## src/twc_regs.vh

```
// Register offsets, bit positions, status codes and timing for the two-wire controller
`ifndef TWC_REGS_VH
`define TWC_REGS_VH
`define TWC_ADDR_W 3
`define TWC_OFF_CTRL 3'h0
`define TWC_OFF_STAT 3'h1
`define TWC_OFF_DATA 3'h2
`define TWC_OFF_ADDR 3'h3
`define TWC_OFF_IRQ_STAT 3'h4
`define TWC_OFF_IRQ_MASK 3'h5
`define TWC_OFF_DIV 3'h6
// Control register bits
`define TWC_CTRL_FLAG 7
`define TWC_CTRL_ACKEN 6
`define TWC_CTRL_START 5
`define TWC_CTRL_STOP 4
`define TWC_CTRL_WCOL 3
`define TWC_CTRL_EN 2
// Interrupt status bits
`define TWC_IRQ_FLAG 0
`define TWC_IRQ_WCOL 1
`define TWC_IRQ_STOP 2
// Status codes, low three bits always zero
`define TWC_ST_START 8'h08
`define TWC_ST_RSTART 8'h10
`define TWC_ST_SLAW_ACK 8'h18
`define TWC_ST_SLAW_NACK 8'h20
`define TWC_ST_DATA_ACK 8'h28
`define TWC_ST_DATA_NACK 8'h30
`define TWC_ST_ARB_LOST 8'h38
`define TWC_ST_SLAR_ACK 8'h40
`define TWC_ST_SLAR_NACK 8'h48
`define TWC_ST_RDATA_ACK 8'h50
`define TWC_ST_RDATA_NACK 8'h58
`define TWC_ST_SR_ADDR 8'h60
`define TWC_ST_SR_DATA_ACK 8'h80
`define TWC_ST_SR_DATA_NACK 8'h88
`define TWC_ST_SR_STOP 8'ha0
`define TWC_ST_ST_ADDR 8'ha8
`define TWC_ST_ST_DATA_ACK 8'hb8
`define TWC_ST_ST_DATA_NACK 8'hc0
`define TWC_ST_IDLE 8'hf8
// Default quarter bit period minus one, in clocks
`define TWC_DIV_RST 8'h19
`endif

```

## src/twc_ctrl.v

```verilog
// Two-wire bus controller: master byte engine with flag handshake; slave side only tracks foreign START and STOP
`timescale 1ns/1ps
`include "twc_regs.vh"

// What this block does
// Supports master transmit and master receive modes; a foreign START only enters a slave state that waits for STOP.
// Sets transfer-complete flag after byte sent and acknowledge bit sampled.
// Holds the bus suspended while flag set; resumes when software writes it.
// Presents a status code describing bus state whenever the flag is set.
// Software masks status with f8 before comparing against codes.
// Software writes flag, enable and stop together to end a master write.
// Direction bit after address: high means read, low means write.
// Acknowledge drives SDA low, not-acknowledge leaves SDA high, by receiver.
// Each packet carries one 8-bit byte followed by one acknowledge bit.
// Data write while flag low is discarded and sets write-collision bit.
// After a requested STOP is sent, the stop-request bit clears itself.
// Reset clears flag and stop request, sets status to idle (f8); bus starts idle, undriven.
module twc_ctrl
(
	input wire clk,
	input wire rst_n,
	input wire [`TWC_ADDR_W-1:0] addr,
	input wire [7:0] wdata,
	input wire wr,
	input wire rd,
	output reg [7:0] rdata_q,
	input wire scl_i,
	output reg scl_oe_q,
	input wire sda_i,
	output reg sda_oe_q,
	output reg irq_q
);
	localparam S_IDLE = 4'd0;
	localparam S_START = 4'd1;
	localparam S_BIT = 4'd2;
	localparam S_HOLD = 4'd3;
	localparam S_STOP = 4'd4;
	localparam S_SLAVE = 4'd5;

	reg [3:0] st_q;
	reg [7:0] div_q;
	reg [7:0] cnt_q;
	reg [1:0] ph_q;
	reg [3:0] bit_q;
	reg [7:0] sh_q;
	reg [7:0] data_q;
	reg [6:0] own_q;
	reg [7:0] stat_q;
	reg flag_q;
	reg acken_q;
	reg sta_q;
	reg sto_q;
	reg wcol_q;
	reg en_q;
	reg master_q;
	reg tx_q;
	reg first_q;
	reg [2:0] ist_q;
	reg [2:0] imask_q;
	reg scl_s_q;
	reg sda_s_q;
	reg sda_p_q;
	reg slv_q;
	wire tick = (cnt_q == 8'h00);
	wire ctrl_wr = wr && (addr == `TWC_OFF_CTRL);
	wire go = ctrl_wr && wdata[`TWC_CTRL_FLAG];
	wire set_flag = (st_q == S_BIT) && tick && (ph_q == 2'd3) && (bit_q == 4'd8);
	wire sto_done = (st_q == S_STOP) && tick && (ph_q == 2'd3);
	// Events: stop done, write collision, byte done
	wire [2:0] ev = {sto_done, wr && addr == `TWC_OFF_DATA && !flag_q, set_flag};
	// Foreign START: SDA falls while SCL high
	wire start_seen = scl_s_q && sda_p_q && !sda_s_q;
	// Bit being driven: tx data, or ack as receiver
	wire drive_bit = (bit_q == 4'd8) ? (tx_q ? 1'b1 : !acken_q) : (tx_q ? sh_q[7] : 1'b1);

	// Line sampling, plus previous SDA for edge detection
	always @(posedge clk)
	begin
		if (!rst_n)
		begin
			scl_s_q <= 1'b1;
			sda_s_q <= 1'b1;
			sda_p_q <= 1'b1;
		end
		else
		begin
			scl_s_q <= scl_i;
			sda_s_q <= sda_i;
			sda_p_q <= sda_s_q;
		end
	end

	// Register file
	always @(posedge clk)
	begin
		if (!rst_n)
		begin
			rdata_q <= 8'h00;
			div_q <= `TWC_DIV_RST;
			own_q <= 7'h00;
			data_q <= 8'h00;
			acken_q <= 1'b0;
			sta_q <= 1'b0;
			en_q <= 1'b0;
			wcol_q <= 1'b0;
			ist_q <= 3'h0;
			imask_q <= 3'h0;
			irq_q <= 1'b0;
		end
		else
		begin
			rdata_q <= 8'h00;
			if (rd)
			begin
				case (addr)
					`TWC_OFF_CTRL: rdata_q <= {flag_q, acken_q, sta_q, sto_q, wcol_q, en_q, 2'b00};
					`TWC_OFF_STAT: rdata_q <= stat_q;
					`TWC_OFF_DATA: rdata_q <= data_q;
					`TWC_OFF_ADDR: rdata_q <= {own_q, 1'b0};
					`TWC_OFF_IRQ_STAT: rdata_q <= {5'h00, ist_q};
					`TWC_OFF_IRQ_MASK: rdata_q <= {5'h00, imask_q};
					`TWC_OFF_DIV: rdata_q <= div_q;
					default: rdata_q <= 8'h00;
				endcase
			end
			if (ctrl_wr)
			begin
				acken_q <= wdata[`TWC_CTRL_ACKEN];
				sta_q <= wdata[`TWC_CTRL_START];
				en_q <= wdata[`TWC_CTRL_EN];
			end
			else if (st_q == S_START && tick && ph_q == 2'd3)
				sta_q <= 1'b0;
			if (ev[1])
				wcol_q <= 1'b1;
			else if (wr && addr == `TWC_OFF_DATA)
				wcol_q <= 1'b0;
			if (wr && addr == `TWC_OFF_DATA && flag_q)
				data_q <= wdata;
			else if (set_flag && !tx_q)
				data_q <= sh_q;
			if (wr && addr == `TWC_OFF_ADDR)
				own_q <= wdata[7:1];
			if (wr && addr == `TWC_OFF_DIV)
				div_q <= wdata;
			if (wr && addr == `TWC_OFF_IRQ_MASK)
				imask_q <= wdata[2:0];
			// Set wins over write-one-to-clear
			ist_q <= (ist_q & ~((wr && addr == `TWC_OFF_IRQ_STAT) ? wdata[2:0] : 3'h0)) | ev;
			irq_q <= |(ist_q & imask_q);
		end
	end

	// Bus engine
	always @(posedge clk)
	begin
		if (!rst_n)
		begin
			st_q <= S_IDLE;
			flag_q <= 1'b0;
			stat_q <= `TWC_ST_IDLE;
			sto_q <= 1'b0;
			scl_oe_q <= 1'b0;
			sda_oe_q <= 1'b0;
			cnt_q <= 8'h00;
			ph_q <= 2'd0;
			bit_q <= 4'd0;
			sh_q <= 8'h00;
			master_q <= 1'b0;
			tx_q <= 1'b0;
			first_q <= 1'b0;
			slv_q <= 1'b0;
		end
		else
		begin
			cnt_q <= tick ? div_q : cnt_q - 8'h01;
			if (tick)
				ph_q <= ph_q + 2'd1;
			if (go)
				flag_q <= 1'b0;
			// Stop request lives until the STOP is on the bus
			if (ctrl_wr && wdata[`TWC_CTRL_STOP])
				sto_q <= 1'b1;
			if (sto_done)
				sto_q <= 1'b0;
			case (st_q)
				S_IDLE:
				begin
					scl_oe_q <= 1'b0;
					sda_oe_q <= 1'b0;
					ph_q <= 2'd0;
					if (en_q && sta_q && !flag_q && scl_s_q && sda_s_q)
						st_q <= S_START;
					else if (en_q && start_seen)
					begin
						st_q <= S_SLAVE;
						bit_q <= 4'd0;
					end
				end
				S_START:
				if (tick)
				begin
					// Quarter steps: release, SDA low, SCL low
					sda_oe_q <= (ph_q != 2'd0);
					scl_oe_q <= (ph_q == 2'd3);
					if (ph_q == 2'd3)
					begin
						flag_q <= 1'b1;
						stat_q <= master_q ? `TWC_ST_RSTART : `TWC_ST_START;
						master_q <= 1'b1;
						first_q <= 1'b1;
						tx_q <= 1'b1;
						st_q <= S_HOLD;
					end
				end
				S_HOLD:
				begin
					ph_q <= 2'd0;
					if (!flag_q && !go)
					begin
						if (!master_q)
							st_q <= S_IDLE;
						else if (sto_q)
							st_q <= S_STOP;
						else if (sta_q)
							st_q <= S_START;
						else
						begin
							sh_q <= data_q;
							bit_q <= 4'd0;
							st_q <= S_BIT;
						end
					end
				end
				S_BIT:
				if (tick)
				begin
					// Quarter 0 sets SDA, 1 raises SCL, 2 samples, 3 lowers SCL
					case (ph_q)
						// Transmit shifts MSB first; receive fills sh_q
						2'd0: sda_oe_q <= !drive_bit;
						2'd1: scl_oe_q <= 1'b0;
						2'd2:
						begin
							if (bit_q != 4'd8)
								sh_q <= {sh_q[6:0], sda_s_q};
							else if (first_q)
								tx_q <= !data_q[0];
							if (tx_q && bit_q != 4'd8 && sh_q[7] && !sda_s_q)
							begin
								stat_q <= `TWC_ST_ARB_LOST;
								master_q <= 1'b0;
							end
						end
						default:
						begin
							scl_oe_q <= 1'b1;
							bit_q <= bit_q + 4'd1;
							if (bit_q == 4'd8)
							begin
								flag_q <= 1'b1;
								first_q <= 1'b0;
								st_q <= S_HOLD;
								if (stat_q != `TWC_ST_ARB_LOST)
									stat_q <= first_q
										? (data_q[0] ? (sda_s_q ? `TWC_ST_SLAR_NACK : `TWC_ST_SLAR_ACK)
										: (sda_s_q ? `TWC_ST_SLAW_NACK : `TWC_ST_SLAW_ACK))
										: (tx_q ? (sda_s_q ? `TWC_ST_DATA_NACK : `TWC_ST_DATA_ACK)
										: (acken_q ? `TWC_ST_RDATA_ACK : `TWC_ST_RDATA_NACK));
							end
						end
					endcase
				end
				S_STOP:
				if (tick)
				begin
					// SDA low, SCL high, then SDA released
					sda_oe_q <= (ph_q != 2'd3);
					scl_oe_q <= (ph_q == 2'd0);
					if (ph_q == 2'd3)
					begin
						master_q <= 1'b0;
						stat_q <= `TWC_ST_IDLE;
						st_q <= S_IDLE;
					end
				end
				S_SLAVE:
				begin
					// Slave state following a foreign START: waits for STOP, no bytes received or sent
					if (scl_s_q && !sda_p_q && sda_s_q)
					begin
						flag_q <= slv_q;
						stat_q <= `TWC_ST_SR_STOP;
						sda_oe_q <= 1'b0;
						slv_q <= 1'b0;
						st_q <= S_IDLE;
					end
					else if (!flag_q && scl_oe_q)
						scl_oe_q <= 1'b0;
				end
				default: st_q <= S_IDLE;
			endcase
		end
	end
endmodule

```

## config.mk

```make
export PLATFORM = sky130hd
export DESIGN_NAME = twc_ctrl
export DESIGN_NICKNAME = d
export VERILOG_FILES = /design/src/twc_ctrl.v
export VERILOG_INCLUDE_DIRS = /design/src
export SDC_FILE = /design/constraint.sdc
export NUM_CORES = 1
export LEC_CHECK = 0
export BUFFER_PORTS_ARGS = -buffer_cell sky130_fd_sc_hd__clkbuf_2
export CORE_MARGIN = 2
export CORE_UTILIZATION = 39
export CTS_BUF_LIST = sky130_fd_sc_hd__clkbuf_8
export DETAILED_ROUTE_END_ITERATION = 10
export GPL_ROUTABILITY_DRIVEN = 0
export PLACE_DENSITY = 0.51
export SYNTH_ARGS = -nofsm -noshare
export SYNTH_HDL_FRONTEND = slang
export SYNTH_SLANG_ARGS = --single-unit
export TNS_END_PERCENT = 1
```

## constraint.sdc

```tcl
create_clock -name clk -period 2.7 [get_ports clk]
set_clock_uncertainty 0.2 [all_clocks]
set_input_delay 0.135 -clock clk [delete_from_list [all_inputs] [get_ports clk]]
set_output_delay 0.135 -clock clk [all_outputs]
set_load 0.01 [all_outputs]
```

==> results of run 1 <==
layer usage:
layer | share of wire [%] | vias up
met1 | 49 | 1903
met2 | 43 | 109
met5 | 0 | -
li1 | - | 1949
met4 | 2.2 | 0
met3 | 5.1 | 21
repair_timing:
action,4_1_cts,5_1_grt
hold buffers,14,0
hold endpoints to repair,39,0
setup buffers,0,0
area by class of cell:
class                      count  area share [%]
multi-input combinational    381            50.2
sequential                    82            32.4
timing repair buffer          62            8.55
tap                          140            3.46
clock buffer                   9            2.45
clock inverter                 7            1.66
inverter                      17            1.26
cell families (layout without fill, tap and decap cells):
kind of cell	count (synthesis)	in the layout	synth area share [%]
flip-flops	82	82	37.1
buffers and inverters	53	95	5.35
AO/OA/AOI/OAI	129	129	20.3
AND/OR/NAND/NOR	198	198	23.1
adder cells (fa/ha/maj)	9	9	2.55
XOR/XNOR	6	6	1.19
multiplexers	39	39	10.4
through the flow:
stage,hold WS [ps],cell area (um^2),utilization (%)
after detailed placement,123,4710,43.1
after CTS,79.2,5060,46.3
after floorplan,36.5,4420,-
final,92.6,5060,46.3
after global routing,108,5060,46.3
after global placement,117,4710,43.1
state kept, by name, indices dropped and copies added, names as in the netlist, 2 cells and up:
register and flops:
div_q 8, ist_q 3, data_q 8, sh_q 8, rdata_q 8, st_q 3
stat_q 5, ph_q 2, imask_q 3, own_q 7, bit_q 4, cnt_q 8
worst max-delay path by stage:
stage / from / cells past startpoint / slack [ps] / endpoint
after floorplan: ph_q[0]$_SDFFE_PP0P_ / 7 / 490 / bit_q[3]$_SDFFE_PN0P_
after global placement: cnt_q[0]$_SDFF_PN0_ / 7 / 360 / st_q[2]$_SDFFE_PN0P_
after detailed placement: cnt_q[0]$_SDFF_PN0_ / 7 / 270 / st_q[2]$_SDFFE_PN0P_
after CTS: cnt_q[0]$_SDFF_PN0_ / 7 / 240 / st_q[2]$_SDFFE_PN0P_
after global routing: cnt_q[0]$_SDFF_PN0_ / 7 / 90 / st_q[2]$_SDFFE_PN0P_
final: cnt_q[0]$_SDFF_PN0_ / 7 / 240 / st_q[2]$_SDFFE_PN0P_
worst max-delay path, stage by stage, from the launching register on:
cell and delay [ps]:
dfxtp_1 340, inv_1 60, ha_1 190, nor4b_4 390, and2_1 280, o211a_1 260
and3_1 270, mux2_2 360
report_power, final:
group,internal (mW),switching [mW]
clock network,0.445,0.512
logic,0.537,0.727
registers,1.34,0.157
layout by cell type (no fill, tap or decap), types with 9 or more instances in the layout:
cell type	Yosys	layout
clkbuf_2	0	27
nand2b_1	13	13
dfxtp_1	82	82
ha_1	9	9
dlygate4sd3_1	0	14
nand3_1	19	19
a311oi_1	11	11
nor2b_1	13	13
buf_4	2	21
o21ai_0	11	11
mux2i_1	30	30
nor2_1	42	42
a211oi_1	15	15
inv_1	16	16
a21oi_1	54	54
clkbuf_8	0	9
nand2_1	61	61
==> results.md, run 1 <==
- DPL Wire Length: just over 9000 um
- Yosys cell types: 63
- Mapped Cells: around 520
- Die area: 0.0122 mm^2
- Pwr Total: between 3 and 4 mW
- # DRC: 0
- Met1 GRT Util: between 20 and 30%
- Layout area overhead: 14.6%
- Largest net degree at the start of global routing: 30
- Final min period: 2460 ps
- Worst hold path depth: 4
- Average wire per standard cell: around 18 um
- First drt pass iteration count: 5
- Setup crit end kind: flop
- Kind of critical path: reg -> reg
- Antenna diode count: 0
- Crit start category: flop
- Num ports: 28
- Seq. cell area: between 0.0015 and 0.002 mm^2
- Post-synth ARST share: 0%
- Gr busiest metal: met2
- First-pass GRT wire length: 20,400 um
- R2R cell count: 7
- Top cell type's share of synthesized area: 37.1%
- Static leakage: 1.99 nW
- Multi-input gate area: around 0.0025 mm^2
- Hold EP: rdata_q[0]$_SDFF_PN0_
- Clock tree root buffer cell: clkbuf_8
- Grt met2 use: a little under a third
- Initial Util: just over 40%
- Syn avg cell area: ~8.6 um^2
- Num CTS Buffers: 9
- Syn Std Cell Area: 0.00442 mm^2
- Dominant cells by area after synthesis: dfxtp_1 (37%), mux2i_1 (6.8%), a21oi_1 (6.1%)
- Sequential fraction of the synthesis area: a little under two fifths
- Grt met3 use: 4.28%
- Max_cap viols: 0
- Setup WS post-layout: between 200 and 250 ps
- Placed Cells: between 600 and 700
- Critical R2R Launch: cnt_q[0]$_SDFF_PN0_
- Endpoints failing setup: 0
- I/O Buffers: 27
- Vias in the first global route: about 3,800
- Layout cells sized above 1: between 10% and 20%
- Status: complete, no violations
- #FFs+latches synth: 82
- Hold Vio Cnt, Final: 0
- Hold_sp: addr[1]
- Avg Vias per Cell: roughly 5.7
- # resized after CTS: 0
- Total track usage: roughly 21%
- Total wire length: ~13,000 um
- Grt total ovfl: 0
- Via Count: 3,982
- CTS tree: done
- Pre-CTS WS: 265 ps
- Horiz. Die Dim: 110 um
- Worst Path Max Fanout: 7
- Reg clk slew, reported paths: roughly 100 ps
- Top_reg_cell synth: dfxtp_1
- Peak VDD IR: roughly 0.34 mV
- Final setup TNS: 0 ps
- Fin nets: about 580
- Final std cells w/o fill: approximately 700
- Fill cell count: around 1,100
- Routed Antenna Nets: 0
- Number of DRC markers in iteration 0: around 300
- Hold/Removal Path Class: in -> reg
- Max-slew violations: 0
- Yosys top cell by area: dfxtp_1
- CTS max path bufs: 2
- Worst slew pin tran: between 500 and 600 ps
- Latest clock arrival within the worst-skew pair: 370 ps
- Count leader, synth: dfxtp_1
- RSZ-0062 raised after global routing: false
- Cell Rows: 38
- Clock Sinks: 82
- FMAX: a little over 0.4 GHz
- Die height: approximately 110 um
- Post-synth EDFFs: 0
- Net Count, Synth: 542
- Fin crit share: slightly above 90%
- Initial antenna violation count: 0
- Power per cell area: between 700 and 800 mW/mm^2
- Crit path DAT: approximately 2500 ps
- Most frequent cells after synthesis: dfxtp_1 (82), nand2_1 (61), a21oi_1 (54)
- Slack of the worst reg-to-reg path: roughly 240 ps
- Slew Limit Headroom: approximately 63%
- Warnings from Yosys: 0
- WP data required: about 2800 ps
- Core ar.: roughly 0.011 mm^2
- H-Tree Level Count: 3
- Reg2reg end: st_q[2]$_SDFFE_PN0P_
Power figures use the tool's default switching activity.
==> run 2: changes to the inputs <==
- REMOVE_ABC_BUFFERS: not set -> 1
- SLEW_MARGIN: not set -> 20
- clock period: 2.7 -> 2.9 ns (I/O delays scaled with it)
==> results.md, run 2 (synthesis results as in run 1) <==
- Average wire per standard cell: 18.0 um (-0.17%)
- Die height: 110 um (unchanged)
- First-pass GRT wire length: 20,400 um (+0.34%)
- Latest clock arrival within the worst-skew pair: 360 ps (about the same)
- Hold/Removal Path Class: in -> reg
- Endpoints failing setup: 0 (unchanged)
- H-Tree Level Count: 3 (unchanged)
- R2R cell count: 5 (-2)
- Fin util: 45.8% (-0.45 points)
- Commonest non-fill, non-tap cell in the layout: dfxtp_1
- Routed Antenna Nets: 0 (unchanged)
- Crit start category: flop
- Vias in the first global route: 3,778 (+0.69%)
- Clock Sinks: 82 (unchanged)
- Num ports: 28 (unchanged)
- Die area: 0.0122 mm^2 (unchanged)
- Total track usage: 20.8% (+0.064 points)
- Worst hold path depth: 3 (-1)
- Core ar.: 0.0109 mm^2 (unchanged)
- Pwr Total: 3.40 mW (-8.6%)
- First drt pass iteration count: 5 (unchanged)
- Worst slew pin tran: 916 ps (+366 ps)
- Max_cap viols: 0 (unchanged)
- Worst Path Max Fanout: 26 (+19)
- Hold_ws: 64.4 ps (-28.1 ps)
- Layout cells sized above 1: 14.6% (-0.23 points)
- Fin nets: 574 (-0.86%)
- Slew Limit Headroom: 38.7% (-25 points)
- Total wire length: 12,500 um (-0.88%)
- Via Count: 3,935 (-1.2%)
- WP data required: 2950 ps (+190 ps)
- Grt total ovfl: 0 (unchanged)
- Reg clk slew, reported paths: 90 ps (about the same)
- Initial Util: 40.4% (unchanged)
- Final min period: 2460 ps (-3.86 ps)
- Setup Buffers After CTS: 0 (unchanged)
- # resized after CTS: 0 (unchanged)
- Avg Vias per Cell: 5.68 (-0.47%)
- Number of DRC markers in iteration 0: 255 (-15%)
- # DRC: 0 (unchanged)
- Hold Vio Cnt, Final: 0 (unchanged)
- FMAX: 0.406 GHz (+0.16%)
- Commonest non-fill, non-tap cells in the layout: dfxtp_1 (82), nand2_1 (61), a21oi_1 (54)
- Kind of critical path: reg -> reg
- Status: complete, no violations
- Hold-fix buffers at CTS: 11 (-3)
- Final setup TNS: 0 ps (unchanged)
- Fin crit share: 84.8% (-6.4 points)
- Fill cell count: 1,088 (-0.18%)
- Largest net degree at the start of global routing: 38 (+27%)
- Peak VDD IR: 0.351 mV (+4.9%)
- Crit path DAT: 2510 ps (about the same)
- CTS max path bufs: 2 (unchanged)
- Antenna diode count: 0 (unchanged)
- Static leakage: 1.97 nW (-1.1%)
- Initial antenna violation count: 0 (unchanged)
- Num CTS Buffers: 9 (unchanged)
- I/O Buffers: 27 (unchanged)
- Max-slew violations: 0 (unchanged)
- RSZ-0062 raised after global routing: false
- Horiz. Die Dim: 110 um (unchanged)
- Power per cell area: 679 mW/mm^2 (-7.7%)
- CTS tree: done
- Setup crit end kind: flop
- Clock tree root buffer cell: clkbuf_8
- Layout area overhead: 13.4%
- DPL Wire Length: 9180 um (-0.78%)
- Cell Rows: 38 (unchanged)
[run 2: cell count changes in the layout (fill, tap and decap cells not counted), sizes merged]
cell | before | now
buf | 21 | 19
inv | 19 | 16
clkinv | 4 | 6
clkbuf | 36 | 37
dlygate4sd3 | 14 | 11
[run 2: report_power, final]
part           switching [mW]  total [mW]  internal (mW)
Clock                   0.437       0.860          0.423
Combinational           0.653        1.14          0.486
Sequential              0.153        1.40           1.25
[run 2: metrics by stage]
stage,area (um^2),cells,setup WS (ps)
floorplan,4250,480,272
finish,5010,693,440
CTS,5010,693,503
global placement,4700,666,545
detailed placement,4700,666,521
global route,5010,693,282
[run 2: worst paths after layout]
path / startpoint / endpoint / slack (ps)
worst min register to register: own_q[4]$_SDFFE_PN0P_ / own_q[4]$_SDFFE_PN0P_ / 260
worst min-delay path: rd / rdata_q[7]$_SDFF_PN0_ / 60
worst max-delay path: st_q[2]$_SDFFE_PN0P_ / stat_q[5]$_SDFFE_PN1P_ / 440
worst max register to register: st_q[2]$_SDFFE_PN0P_ / stat_q[5]$_SDFFE_PN1P_ / 440
[run 2: critical path: stages, from the launching register on]
cell and delay, ps:
dfxtp_1 570, or3b_1 610, a21oi_1 260, a2bb2oi_1 140, nand2_1 200, mux2_2 360
[run 2: per-layer routing]
metal / vias up / track usage, % / part of all wire [%]
li1: 1920 / - / -
met1: 1862 / 29.8 / 48
met4: 0 / 6.08 / 1.6
met5: - / 0 / 0
met2: 137 / 31.6 / 45
met3: 16 / 4.28 / 5.5
[run 2: layout make-up]
| class | count | area [um^2] | share of cell area [%] |
|---|---|---|---|
| clock buffer | 10 | 138 | 2.75 |
| clock inverter | 6 | 66.3 | 1.32 |
| tap | 140 | 175 | 3.49 |
| multi-input combinational | 381 | 2540 | 50.7 |
| inverter | 17 | 63.8 | 1.27 |
| sequential | 82 | 1640 | 32.7 |
| timing repair buffer | 57 | 388 | 7.74 |
